**src/verilog/dmac_pkg.sv**
```systemverilog
// shared constants, enums and carriers of the dual address dma channel
package dmac_pkg;
	localparam int AW     = 10;
	localparam int CNT_W  = 24;
	localparam int CLK_MHZ = 250;
	// register byte offsets
	localparam logic [AW-1:0] OFS_SRC = 10'h000;
	localparam logic [AW-1:0] OFS_DST = 10'h004;
	localparam logic [AW-1:0] OFS_CNT = 10'h008;
	localparam logic [AW-1:0] OFS_CTL = 10'h00c;
	localparam logic [AW-1:0] OFS_OPR = 10'h200;
	// channel0_control field positions
	localparam int CTL_DE = 0;
	localparam int CTL_TE = 1;
	localparam int CTL_IE = 2;
	localparam int CTL_TS = 3;
	localparam int CTL_TB = 5;
	localparam int CTL_RS = 8;
	localparam int CTL_SM = 12;
	localparam int CTL_DM = 14;
	localparam int OPR_DME = 0;
	localparam logic [15:0] CTL_RST = 16'h0000;
	// encodings
	localparam logic [3:0] RS_AUTO = 4'h4;
	localparam logic [1:0] TS_BYTE = 2'h0;
	localparam logic [1:0] TS_WORD = 2'h1;
	localparam logic [1:0] TS_LONG = 2'h2;
	localparam logic [1:0] AM_INC  = 2'h1;
	localparam logic [1:0] AM_DEC  = 2'h2;
	// internal memory window
	localparam logic [31:0] INT_MASK = 32'hfff0_0000;
	localparam logic [31:0] INT_BASE = 32'hfff0_0000;
	// external strobe width
	localparam int EXT_ACC_NS = 12;
	localparam int EXT_CYC_DEF = (EXT_ACC_NS * CLK_MHZ + 999) / 1000;

	typedef enum logic [2:0] {
		ST_IDLE = 3'b000,
		ST_RDGO = 3'b001,
		ST_RD   = 3'b010,
		ST_WRGO = 3'b011,
		ST_WR   = 3'b100
	} dmac_st_t;

	typedef struct packed {
		logic          read;
		logic          write;
		logic [AW-1:0] address;
		logic [31:0]   writedata;
		logic [3:0]    byteenable;
	} dmac_avs_t;

	typedef struct packed {
		logic        req;
		logic        we;
		logic [31:0] addr;
		logic [31:0] wdata;
	} dmac_ibus_t;

	typedef struct packed {
		logic        chipSelectN;
		logic        rdN;
		logic        weN;
		logic [31:0] addr;
		logic [31:0] dout;
		logic        doe;
	} dmac_ebus_t;

	typedef struct packed {
		dmac_st_t         st;
		logic [31:0]      src;
		logic [31:0]      dst;
		logic [CNT_W-1:0] cnt;
		logic [15:0]      ctl;
		logic             global_channel_enable;
		logic [31:0]      hold;
		logic [3:0]       tmr;
		logic             onExt;
		logic             busOwn;
		logic             irq;
		logic             avsWait;
		logic [31:0]      rdata;
		dmac_ibus_t       ibus;
		dmac_ebus_t       ebus;
		logic [31:0]      sync1;
		logic [31:0]      sync2;
	} dmac_regs_t;
endpackage : dmac_pkg
```
**src/verilog/dmac_channel.sv**
```systemverilog
// dual address dma channel with avalon register slave
// Overview of operation
// - both sides selected by address, internal side ends on acknowledge, external on timer
// - source and destination internal or external
// - each unit is read cycle then write
// - read data held, driven during write
// - auto request starts without request lines
// - increment adds data size to addresses
// - longword size moves 32 bits per unit
// - count register counts units, not bytes
// - enable bit written last starts channel
// - internal source read on internal bus first
// - external write drives select, strobe, address, data
// - pairs repeat until count reaches zero
// - end interrupt raised when enabled
// - auto request encoded as 0100
// - longword size encoded as 10
// - global enable gates all transfers
// - end flag set by hardware, zero clears
`timescale 1ns/1ps
module dmac_channel #(
	parameter int EXT_CYC = dmac_pkg::EXT_CYC_DEF
) (
	// clock and reset
	input  wire  logic                  sys_clk,
	input  wire  logic                  srst,
	// register slave
	input  wire  dmac_pkg::dmac_avs_t   avsReq,
	output logic [31:0]                 avsReaddata,
	output logic                        avsWaitrequest,
	// internal memory bus
	output dmac_pkg::dmac_ibus_t        intBus,
	input  wire  logic [31:0]           intRdata,
	input  wire  logic                  intAck,
	// external memory pins
	output dmac_pkg::dmac_ebus_t        extBus,
	input  wire  logic [31:0]           extDataIn,
	// status
	output logic                        busOwn,
	output logic                        transferEndIrq
);
	import dmac_pkg::*;

	// strobe timer is four bits wide, zero would wrap and expire only after 16 cycles
	if (EXT_CYC < 1 || EXT_CYC > 15) begin : g_bad_ext_cyc
		$error("EXT_CYC must lie in 1..15");
	end

	dmac_regs_t s;
	dmac_regs_t next_s;
	logic [31:0] delta;
	logic        go;
	logic        swWr;
	logic        accDone;
	logic        pairDone;
	logic [31:0] launchAddr;
	// lane-merged images of count and control
	logic [31:0] cntMerged;
	logic [31:0] ctlMerged;

	// merge written bytes into an old word
	function automatic logic [31:0] be_merge(input logic [31:0] old,
		input logic [31:0] wd, input logic [3:0] be);
		logic [31:0] r;
		r = old;
		for (int i = 0; i < 4; i++) begin
			if (be[i])
				r[i*8 +: 8] = wd[i*8 +: 8];
		end
		return r;
	endfunction : be_merge

	// register images with written lanes merged in
	assign cntMerged = be_merge({{(32-CNT_W){1'b0}}, s.cnt},
		avsReq.writedata, avsReq.byteenable);
	assign ctlMerged = be_merge({16'h0000, s.ctl}, avsReq.writedata,
		avsReq.byteenable);

	// unit size in bytes
	always_comb begin
		case (s.ctl[CTL_TS +: 2])
			TS_BYTE: delta = 32'h0000_0001;
			TS_WORD: delta = 32'h0000_0002;
			TS_LONG: delta = 32'h0000_0004;
			default: delta = 32'h0000_0004;
		endcase
	end

	// start condition; software alone asks, no pin does
	assign go = s.ctl[CTL_DE] && s.global_channel_enable && !s.ctl[CTL_TE]
		&& (s.ctl[CTL_RS +: 4] == RS_AUTO)
		&& (s.cnt != '0);
	assign swWr = avsReq.write && !s.avsWait;
	// internal ack or external strobe timer expiry
	assign accDone = s.onExt ? (s.tmr == 4'h1) : intAck;
	assign pairDone = (s.st == ST_WR) && accDone;
	assign launchAddr = (s.st == ST_RDGO) ? s.src : s.dst;

	always_comb begin
		next_s = s;
		// pin data passes two flops first
		next_s.sync1 = extDataIn;
		next_s.sync2 = s.sync1;

		// one wait state, then the answer
		next_s.avsWait = 1'b1;
		if ((avsReq.read || avsReq.write) && s.avsWait) begin
			next_s.avsWait = 1'b0;
			case (avsReq.address)
				OFS_SRC: next_s.rdata = s.src;
				OFS_DST: next_s.rdata = s.dst;
				OFS_CNT: next_s.rdata = {{(32-CNT_W){1'b0}}, s.cnt};
				OFS_CTL: next_s.rdata = {16'h0000, s.ctl};
				OFS_OPR: next_s.rdata = {31'h0, s.global_channel_enable};
				default: next_s.rdata = 32'h0000_0000;
			endcase
		end

		// software writes land before engine updates so hardware wins
		if (swWr) begin
			case (avsReq.address)
				OFS_SRC: next_s.src = be_merge(s.src, avsReq.writedata,
					avsReq.byteenable);
				OFS_DST: next_s.dst = be_merge(s.dst, avsReq.writedata,
					avsReq.byteenable);
				OFS_CNT: next_s.cnt = cntMerged[CNT_W-1:0];
				OFS_CTL: begin
					next_s.ctl = ctlMerged[15:0];
					// end flag only clears by zero, never set by software
					next_s.ctl[CTL_TE] = s.ctl[CTL_TE]
						&& next_s.ctl[CTL_TE];
				end
				OFS_OPR: begin
					if (avsReq.byteenable[0])
						next_s.global_channel_enable = avsReq.writedata[OPR_DME];
				end
				default: ;
			endcase
		end

		// transfer engine
		case (s.st)
			ST_IDLE: begin
				next_s.busOwn = 1'b0;
				if (go) begin
					next_s.st = ST_RDGO;
					next_s.busOwn = 1'b1;
				end
			end
			// read and write launch share one path, picked by address
			ST_RDGO, ST_WRGO: begin
				next_s.st = (s.st == ST_RDGO) ? ST_RD : ST_WR;
				next_s.onExt = ((launchAddr & INT_MASK) != INT_BASE);
				if ((launchAddr & INT_MASK) == INT_BASE) begin
					next_s.ibus.req = 1'b1;
					next_s.ibus.addr = launchAddr;
					next_s.ibus.we = (s.st == ST_WRGO);
					next_s.ibus.wdata = s.hold;
				end else begin
					next_s.ebus.chipSelectN = 1'b0;
					next_s.ebus.addr = launchAddr;
					next_s.ebus.rdN = (s.st == ST_WRGO);
					next_s.ebus.weN = (s.st == ST_RDGO);
					next_s.ebus.dout = s.hold;
					next_s.ebus.doe = (s.st == ST_WRGO);
					next_s.tmr = 4'(EXT_CYC);
				end
			end
			ST_RD: begin
				next_s.tmr = s.tmr - 4'h1;
				if (accDone) begin
					next_s.hold = s.onExt ? s.sync2 : intRdata;
					next_s.st = ST_WRGO;
				end
			end
			ST_WR: begin
				next_s.tmr = s.tmr - 4'h1;
				if (accDone) begin
					// step each address up or down by the unit size per its mode, or hold it
					case (s.ctl[CTL_SM +: 2])
						AM_INC: next_s.src = s.src + delta;
						AM_DEC: next_s.src = s.src - delta;
						default: next_s.src = s.src;
					endcase
					case (s.ctl[CTL_DM +: 2])
						AM_INC: next_s.dst = s.dst + delta;
						AM_DEC: next_s.dst = s.dst - delta;
						default: next_s.dst = s.dst;
					endcase
					next_s.cnt = s.cnt - 1'b1;
					if (s.cnt == {{(CNT_W-1){1'b0}}, 1'b1}) begin
						next_s.ctl[CTL_TE] = 1'b1;
						next_s.st = ST_IDLE;
						next_s.busOwn = 1'b0;
					end else if (s.ctl[CTL_TB] && s.ctl[CTL_DE] && s.global_channel_enable) begin
						next_s.st = ST_RDGO;
					end else begin
						// cycle steal: give the bus back between pairs
						next_s.st = ST_IDLE;
						next_s.busOwn = 1'b0;
					end
				end
			end
			default: next_s.st = ST_IDLE;
		endcase

		// strobes end when the access completes
		if ((s.st == ST_RD || s.st == ST_WR) && accDone) begin
			next_s.ibus.req = 1'b0;
			next_s.ibus.we = 1'b0;
			next_s.ebus.chipSelectN = 1'b1;
			next_s.ebus.rdN = 1'b1;
			next_s.ebus.weN = 1'b1;
			next_s.ebus.doe = 1'b0;
		end

		// interrupt follows flag while enabled
		next_s.irq = next_s.ctl[CTL_TE] && next_s.ctl[CTL_IE];

		if (srst) begin
			next_s = '0;
			next_s.ctl = CTL_RST;
			next_s.avsWait = 1'b1;
			next_s.ebus.chipSelectN = 1'b1;
			next_s.ebus.rdN = 1'b1;
			next_s.ebus.weN = 1'b1;
		end
	end

	// single state register
	always_ff @(posedge sys_clk) begin
		s <= next_s;
	end

	assign avsReaddata    = s.rdata;
	assign avsWaitrequest = s.avsWait;
	assign intBus         = s.ibus;
	assign extBus         = s.ebus;
	assign busOwn         = s.busOwn;
	assign transferEndIrq = s.irq;
endmodule : dmac_channel

```
**config.mk**
```make
export PLATFORM = sky130hd
export DESIGN_NAME = dmac_channel
export DESIGN_NICKNAME = d
export VERILOG_FILES = /design/src/verilog/dmac_pkg.sv /design/src/verilog/dmac_channel.sv
export SDC_FILE = /design/constraint.sdc
export NUM_CORES = 1
export LEC_CHECK = 0
export ABC_AREA = 1
export BUFFER_PORTS_ARGS = -buffer_cell sky130_fd_sc_hd__buf_2
export CORE_AREA = 5 5 199 393
export CTS_CLUSTER_DIAMETER = 120
export DETAILED_ROUTE_END_ITERATION = 8
export DIE_AREA = 0 0 204 398
export SLEW_MARGIN = 20
export SYNTH_ARGS = -nofsm -noshare
export SYNTH_HDL_FRONTEND = slang
export SYNTH_SLANG_ARGS = --single-unit
```
**constraint.sdc**
```tcl
create_clock -name sys_clk -period 3.2 [get_ports sys_clk]
set_clock_uncertainty 0.1 [all_clocks]
set_input_delay 0.64 -clock sys_clk [delete_from_list [all_inputs] [get_ports sys_clk]]
set_output_delay 0.64 -clock sys_clk [all_outputs]
set_load 0.03 [all_outputs]
```
* Yosys cells after proc, flatten, opt, wreduce, memory -nomap -nowiden
Cells that the tools add are included.
Widths: inputs -> output; s select.
** Word-level totals
- Input port bits :: 115
- Output and inout port bits :: 169
- Register bits after elaboration :: 378
- Word-level logic and storage cells :: 138
** Cells by class
- $add $sub $neg :: 6
- Mux-type cells :: 46
- Reductions and logical operators :: 33
- Bitwise logic cells :: 1
- Equality and inequality tests :: 25
** Operators with widths (count)
- $pmux 32 s5 :: 1
- $mux 32 :: 4
- $pmux 32 s2 :: 2
- $mux 105 :: 1
- $mux 8 :: 13
- $mux 91 :: 1
- $mux 88 :: 1
- $add 32x32->32 :: 2
- $sub 32x32->32 :: 2
- $mux 33 :: 1
- $eq 24x1->1 const B :: 1
- $mux 24 :: 1
- $reduce_bool 24->1 :: 1
- $sub 24x1->24 const B :: 1
- $eq 10x4->1 const B :: 2
- $mux 16 :: 1
- $reduce_and 3->1 :: 5
- $eq 12x12->1 const B :: 1
- $mux 3 :: 4
- $ne 12x12->1 const B :: 1
- $pmux 3 s4 :: 1
- $logic_and 1x1->1 :: 11
- $mux 1 :: 11
- $eq 10x10->1 const B :: 1
- 25 further kinds :: 41

* Depth between registers and ports, before layout
- Word-level depth :: 8
- Mapped depth :: 17
- Mapped depth without buffers :: 17

* Worst setup path before layout
Ideal clock, no wire load.
- Kind :: register -> register
- Start :: register s[283] in the netlist's numbering
- End :: register s[370] in the netlist's numbering
- Path slack :: 0.648 ns
- Buffers on the path :: 0
- Data required time :: 2.968 ns
- Cell stages (with the launch flop) :: 14
- Arrival time :: 2.320 ns
- Period minus slack after synthesis :: 2.552 ns
- Library setup time :: 0.132 ns
- Path through :: dfxtp_1 -> inv_1 -> ha_1 -> ha_1 -> nand2_1 -> inv_1 -> a21oi_1 -> nand2_1 -> a21oi_1 -> nand2_1 -> nand2_1 -> nand3_1 -> nand2_1 -> a21oi_1
** Between the ends
- Word-level cells in the longest chain between the ends :: 4
- Elaborated cells between the ends (all ways) :: 6
- Classes of those cells :: eq/ne (3); mux (3)
** RTL lines
- from (decl) :: RTL line dmac_channel.sv:49 : dmac_regs_t s;
- from (signal assigned) :: RTL line dmac_channel.sv:232 : s <= next_s;
- $eq 2x2->1 / $eq 2x1->1 (equally long branches) :: RTL line dmac_channel.sv:180 : case (s.ctl[CTL_SM +: 2])
- $pmux 32 s2 :: RTL line dmac_channel.sv:180
- $mux 91 :: RTL line dmac_channel.sv:178 : if (accDone) begin
- $mux 88 :: RTL line dmac_channel.sv:142 : case (s.st)
Parallel ways exist; a longest one is shown, timed or not. The select of a mux whose other input is x is not followed.
A chain may end at the register's enable or synchronous reset.

* Final worst setup path
- Start :: register s[286] in the netlist's numbering
- End :: register s[337] in the netlist's numbering
** Between the ends
- Word-level cells in the longest chain between the ends :: 4
- Elaborated cells between the ends (all ways) :: 6
- Classes of those cells :: eq/ne (3); mux (3)
** RTL lines
- $eq 2x2->1 / $eq 2x1->1 (equally long branches) :: RTL line dmac_channel.sv:185 : case (s.ctl[CTL_DM +: 2])
- $pmux 32 s2 :: RTL line dmac_channel.sv:185
- $mux 91 :: RTL line dmac_channel.sv:178
- $mux 88 :: RTL line dmac_channel.sv:142
Parallel ways exist; a longest one is shown, timed or not. The select of a mux whose other input is x is not followed.

==> metrics.md <==
| Metric | Value |
|---|---|
| Setup violators final | `0` |
| Row cnt | `142` |
| Hold buffers post-CTS | `0` |
| PwrDens | `roughly 440 mW/mm²` |
| Routed length per instance | `18.0 µm` |
| Initial DRC Count | `approximately 1400` |
| HPWL Detailed | `between 60000 and 70000 µm` |
| Die area | `approximately 0.08 mm²` |
| Global-route wire length before repair | `~120000 µm` |
| Slew Viols, Final | `0` |
| Core box area | `around 0.075 mm²` |
| Max-cap violation count | `0` |
| Die Ht | `a little under 400 µm` |
| Switching Fraction | `0.271` |
| TritonCTS Sinks | `about 380` |
| H-tree Lvls | `2` |
| Drt first pass iters | `5` |
| Post-CTS Setup Inserts | `0` |
| Critical Path Source | `s[286]` |
| Critical path launch point type | `flop` |
| Leakage | `about 12 nW` |
| FF-to-FF Start | `s[286]` |
| Yosys reg bits | `between 300 and 400` |
| P_int | `8.01 mW` |
| Post-placement cell area | `0.0238 mm²` |
| Root buffer cell | `clkbuf_16` |
| Synth Net Count | `roughly 3700` |
| Tot Pwr | `11.0 mW` |
| DR WL met3 | `about 4500 µm` |
| Non-filler cells, final | `4656` |
| Synth cell types | `40` |
| Worst-path clk slew | `about 0.070 ns` |
| Seq/Total Area, Yosys | `0.340` |
| Die width | `around 200 µm` |
| Yosys top cell by area | `dfxtp_1` |
| Commonest non-fill, non-tap cell in the layout | `nand2_1` |
| Final Util | `0.336` |
| RSZ-0062 raised after global routing | `no` |
| Critical Path RT | `around 3.5 ns` |
| CTS resizes | `0` |
| Worst slew margin | `0.500` |
| Area Overhead vs Synth | `13.2%` |
| Clock Power Share | `0.452` |
| Part of the power in registers | `0.451` |
| Max Root-Sink Buffers | `3` |
| Met2 wire len | `between 40000 and 50000 µm` |
| Top sig layer | `met5` |
| P_sw | `around 3 mW` |
| Final net count | `3802` |
| Design Area, Final | `0.0252 mm²` |
| DR DRC count | `0` |
| Yosys top cell area share | `0.340` |
| Initial core utilization | `0.297` |
| YS warnings | `0` |
| Layout cells sized above 1 | `0.121` |
| Vias per Instance | `4.75` |
| Tot GR Track Use | `0.198` |
| Gpl congestion | `just over 0.9` |
| Commonest cells after routing, fill and taps aside | `925 x nand2_1, 485 x nor2_1, 446 x inv_1` |
| Crit Path Category | `reg -> reg` |
| Pre-CTS WS | `approximately 0.17 ns` |
| DR vias | `approximately 22000` |
| Peak supply drop | `280 µV` |
| GR Overflow Total | `0` |
| Final critical-path share of the clock period | `0.914` |
| Top post-synthesis cells by area | `dfxtp_1 34%, nand2_1 16%, nor2_1 8.2%, inv_1 7.5%, a21oi_1 6.9%` |
| Total routed wirelength | `83700 µm` |
| Critical path arrival | `~3.3 ns` |
| Post-Syn Area | `0.0222 mm²` |
| Vias in the first global route | `~21000` |
| Fin worst setup slack | `0.275 ns` |
| Initial antenna violation count | `5` |
| Cts bufs inserted | `38` |
| Worst hold path type | `in -> reg` |
| Number of I/O port buffers | `283` |
| Fin crit period | `just under 3 ns` |
| Max Fclk | `around 0.34 GHz` |
| Clk Latency, worst-skew pair | `around 0.56 ns` |
| Avg Inst Size Synth | `6.29 µm²` |
| WL met1 | `approximately 31000 µm` |
| Cells after Synth | `3533` |
| Final hold vios | `0` |
| Status | `complete, no violations` |
| Combinational share of power | `0.097` |
| Placed Cells | `approximately 4600` |
| Hold Crit Start | `extDataIn[6]` |
| Hold Worst Slack | `0.182 ns` |
| Largest net degree at the start of global routing | `between 70 and 80` |
| TritonCTS clock tree | `yes` |
| Slew @ Worst Pin | `0.751 ns` |
| Setup crit end kind | `flop` |
| Antenna-violating nets left | `0` |
| CP Max Fanout | `29` |
| Total negative slack | `0 ns` |
| Ports | `~280` |
[layout make-up]
class	instances	area [µm²]
Clock buffer	45	1030
Antenna cell	3	7.51
Inverter	452	1700
Timing Repair Buffer	355	2140
Fill cell	8296	49600
Clock inverter	25	330
Tap cell	1008	1260
Multi-Input combinational cell	2390	11100
Sequential cell	378	7570
[worst paths after layout]
kind | end | slack, ns | cells past startpoint
worst max register to register | s[337] | 0.27 | 14
worst min register to register | s[22] | 0.30 | 2
worst min-delay path | s[38] | 0.18 | 3
worst max-delay path | s[337] | 0.27 | 14
[Yosys cell counts (all sizes together)]
cell type	n
nand2	928
nor2	493
inv	450
dfxtp	378
a21oi	307
o21ai	281
buf	207
nand3	130
clkbuf	106
ha	70
nor3	56
o211ai	20
a31oi	19
xor2	18
mux2i	12
o21bai	10
nand4	8
and2	6
o22ai	6
o221ai	5
a211oi	4
nand3b	4
nor4	3
clkinv	2
fa	2
o21a	2
or2	2
a21o	1
and3	1
o31ai	1
xnor2	1
[logic make-up (layout without fill, tap and decap cells)]
group | after synthesis | in the layout | synth area share
flops | 378 | 378 | 0.340
other cells | 0 | 3 | 0
buf+inv | 765 | 877 | 0.161
mux | 12 | 12 | 0.00540
simple gates | 1631 | 1631 | 0.291
compound gates | 656 | 656 | 0.154
xor+xnor | 19 | 19 | 0.00748
fa+ha+maj | 72 | 72 | 0.0412
[power groups by stage]
| stage | sequential (mW) | combinational (mW) | clock, mW |
|---|---|---|---|
| global route | 4.96 | 1.18 | 5.24 |
| CTS | 4.95 | 1.08 | 5.12 |
| detailed placement | 5.06 | 1.08 | 0 |
| global placement | 5.06 | 1.07 | 0 |
| finish | 4.95 | 1.06 | 4.96 |
| floorplan | 5.02 | 0.798 | 0 |
[worst max-delay path: stages (launching register included)]
cell      delay (ns)
dfxtp_1         0.42
ha_1            0.24
buf_12          0.21
ha_1            0.31
nand2_1         0.18
inv_1           0.06
nand2_1         0.07
nand2_1         0.11
nand3b_1        0.43
nand2_1         0.29
nand2_1         0.08
nand2_1         0.07
nand3_1         0.06
nand2_1         0.07
a21oi_1         0.06
[metal layers]
metal  vias up  global-route usage
met5         -                   0
met4         2               0.111
met3       211              0.0248
met2       736               0.372
met1     10010               0.210
li1      11163                   -
[flip-flops by register name (all words and copies together) (netlist names)]
name	cells
transferEndIrq	1
busOwn	1
avsWaitrequest	1
intBus	66
avsReaddata	32
extBus	68
s	209
(Power assumes the default switching activity.)
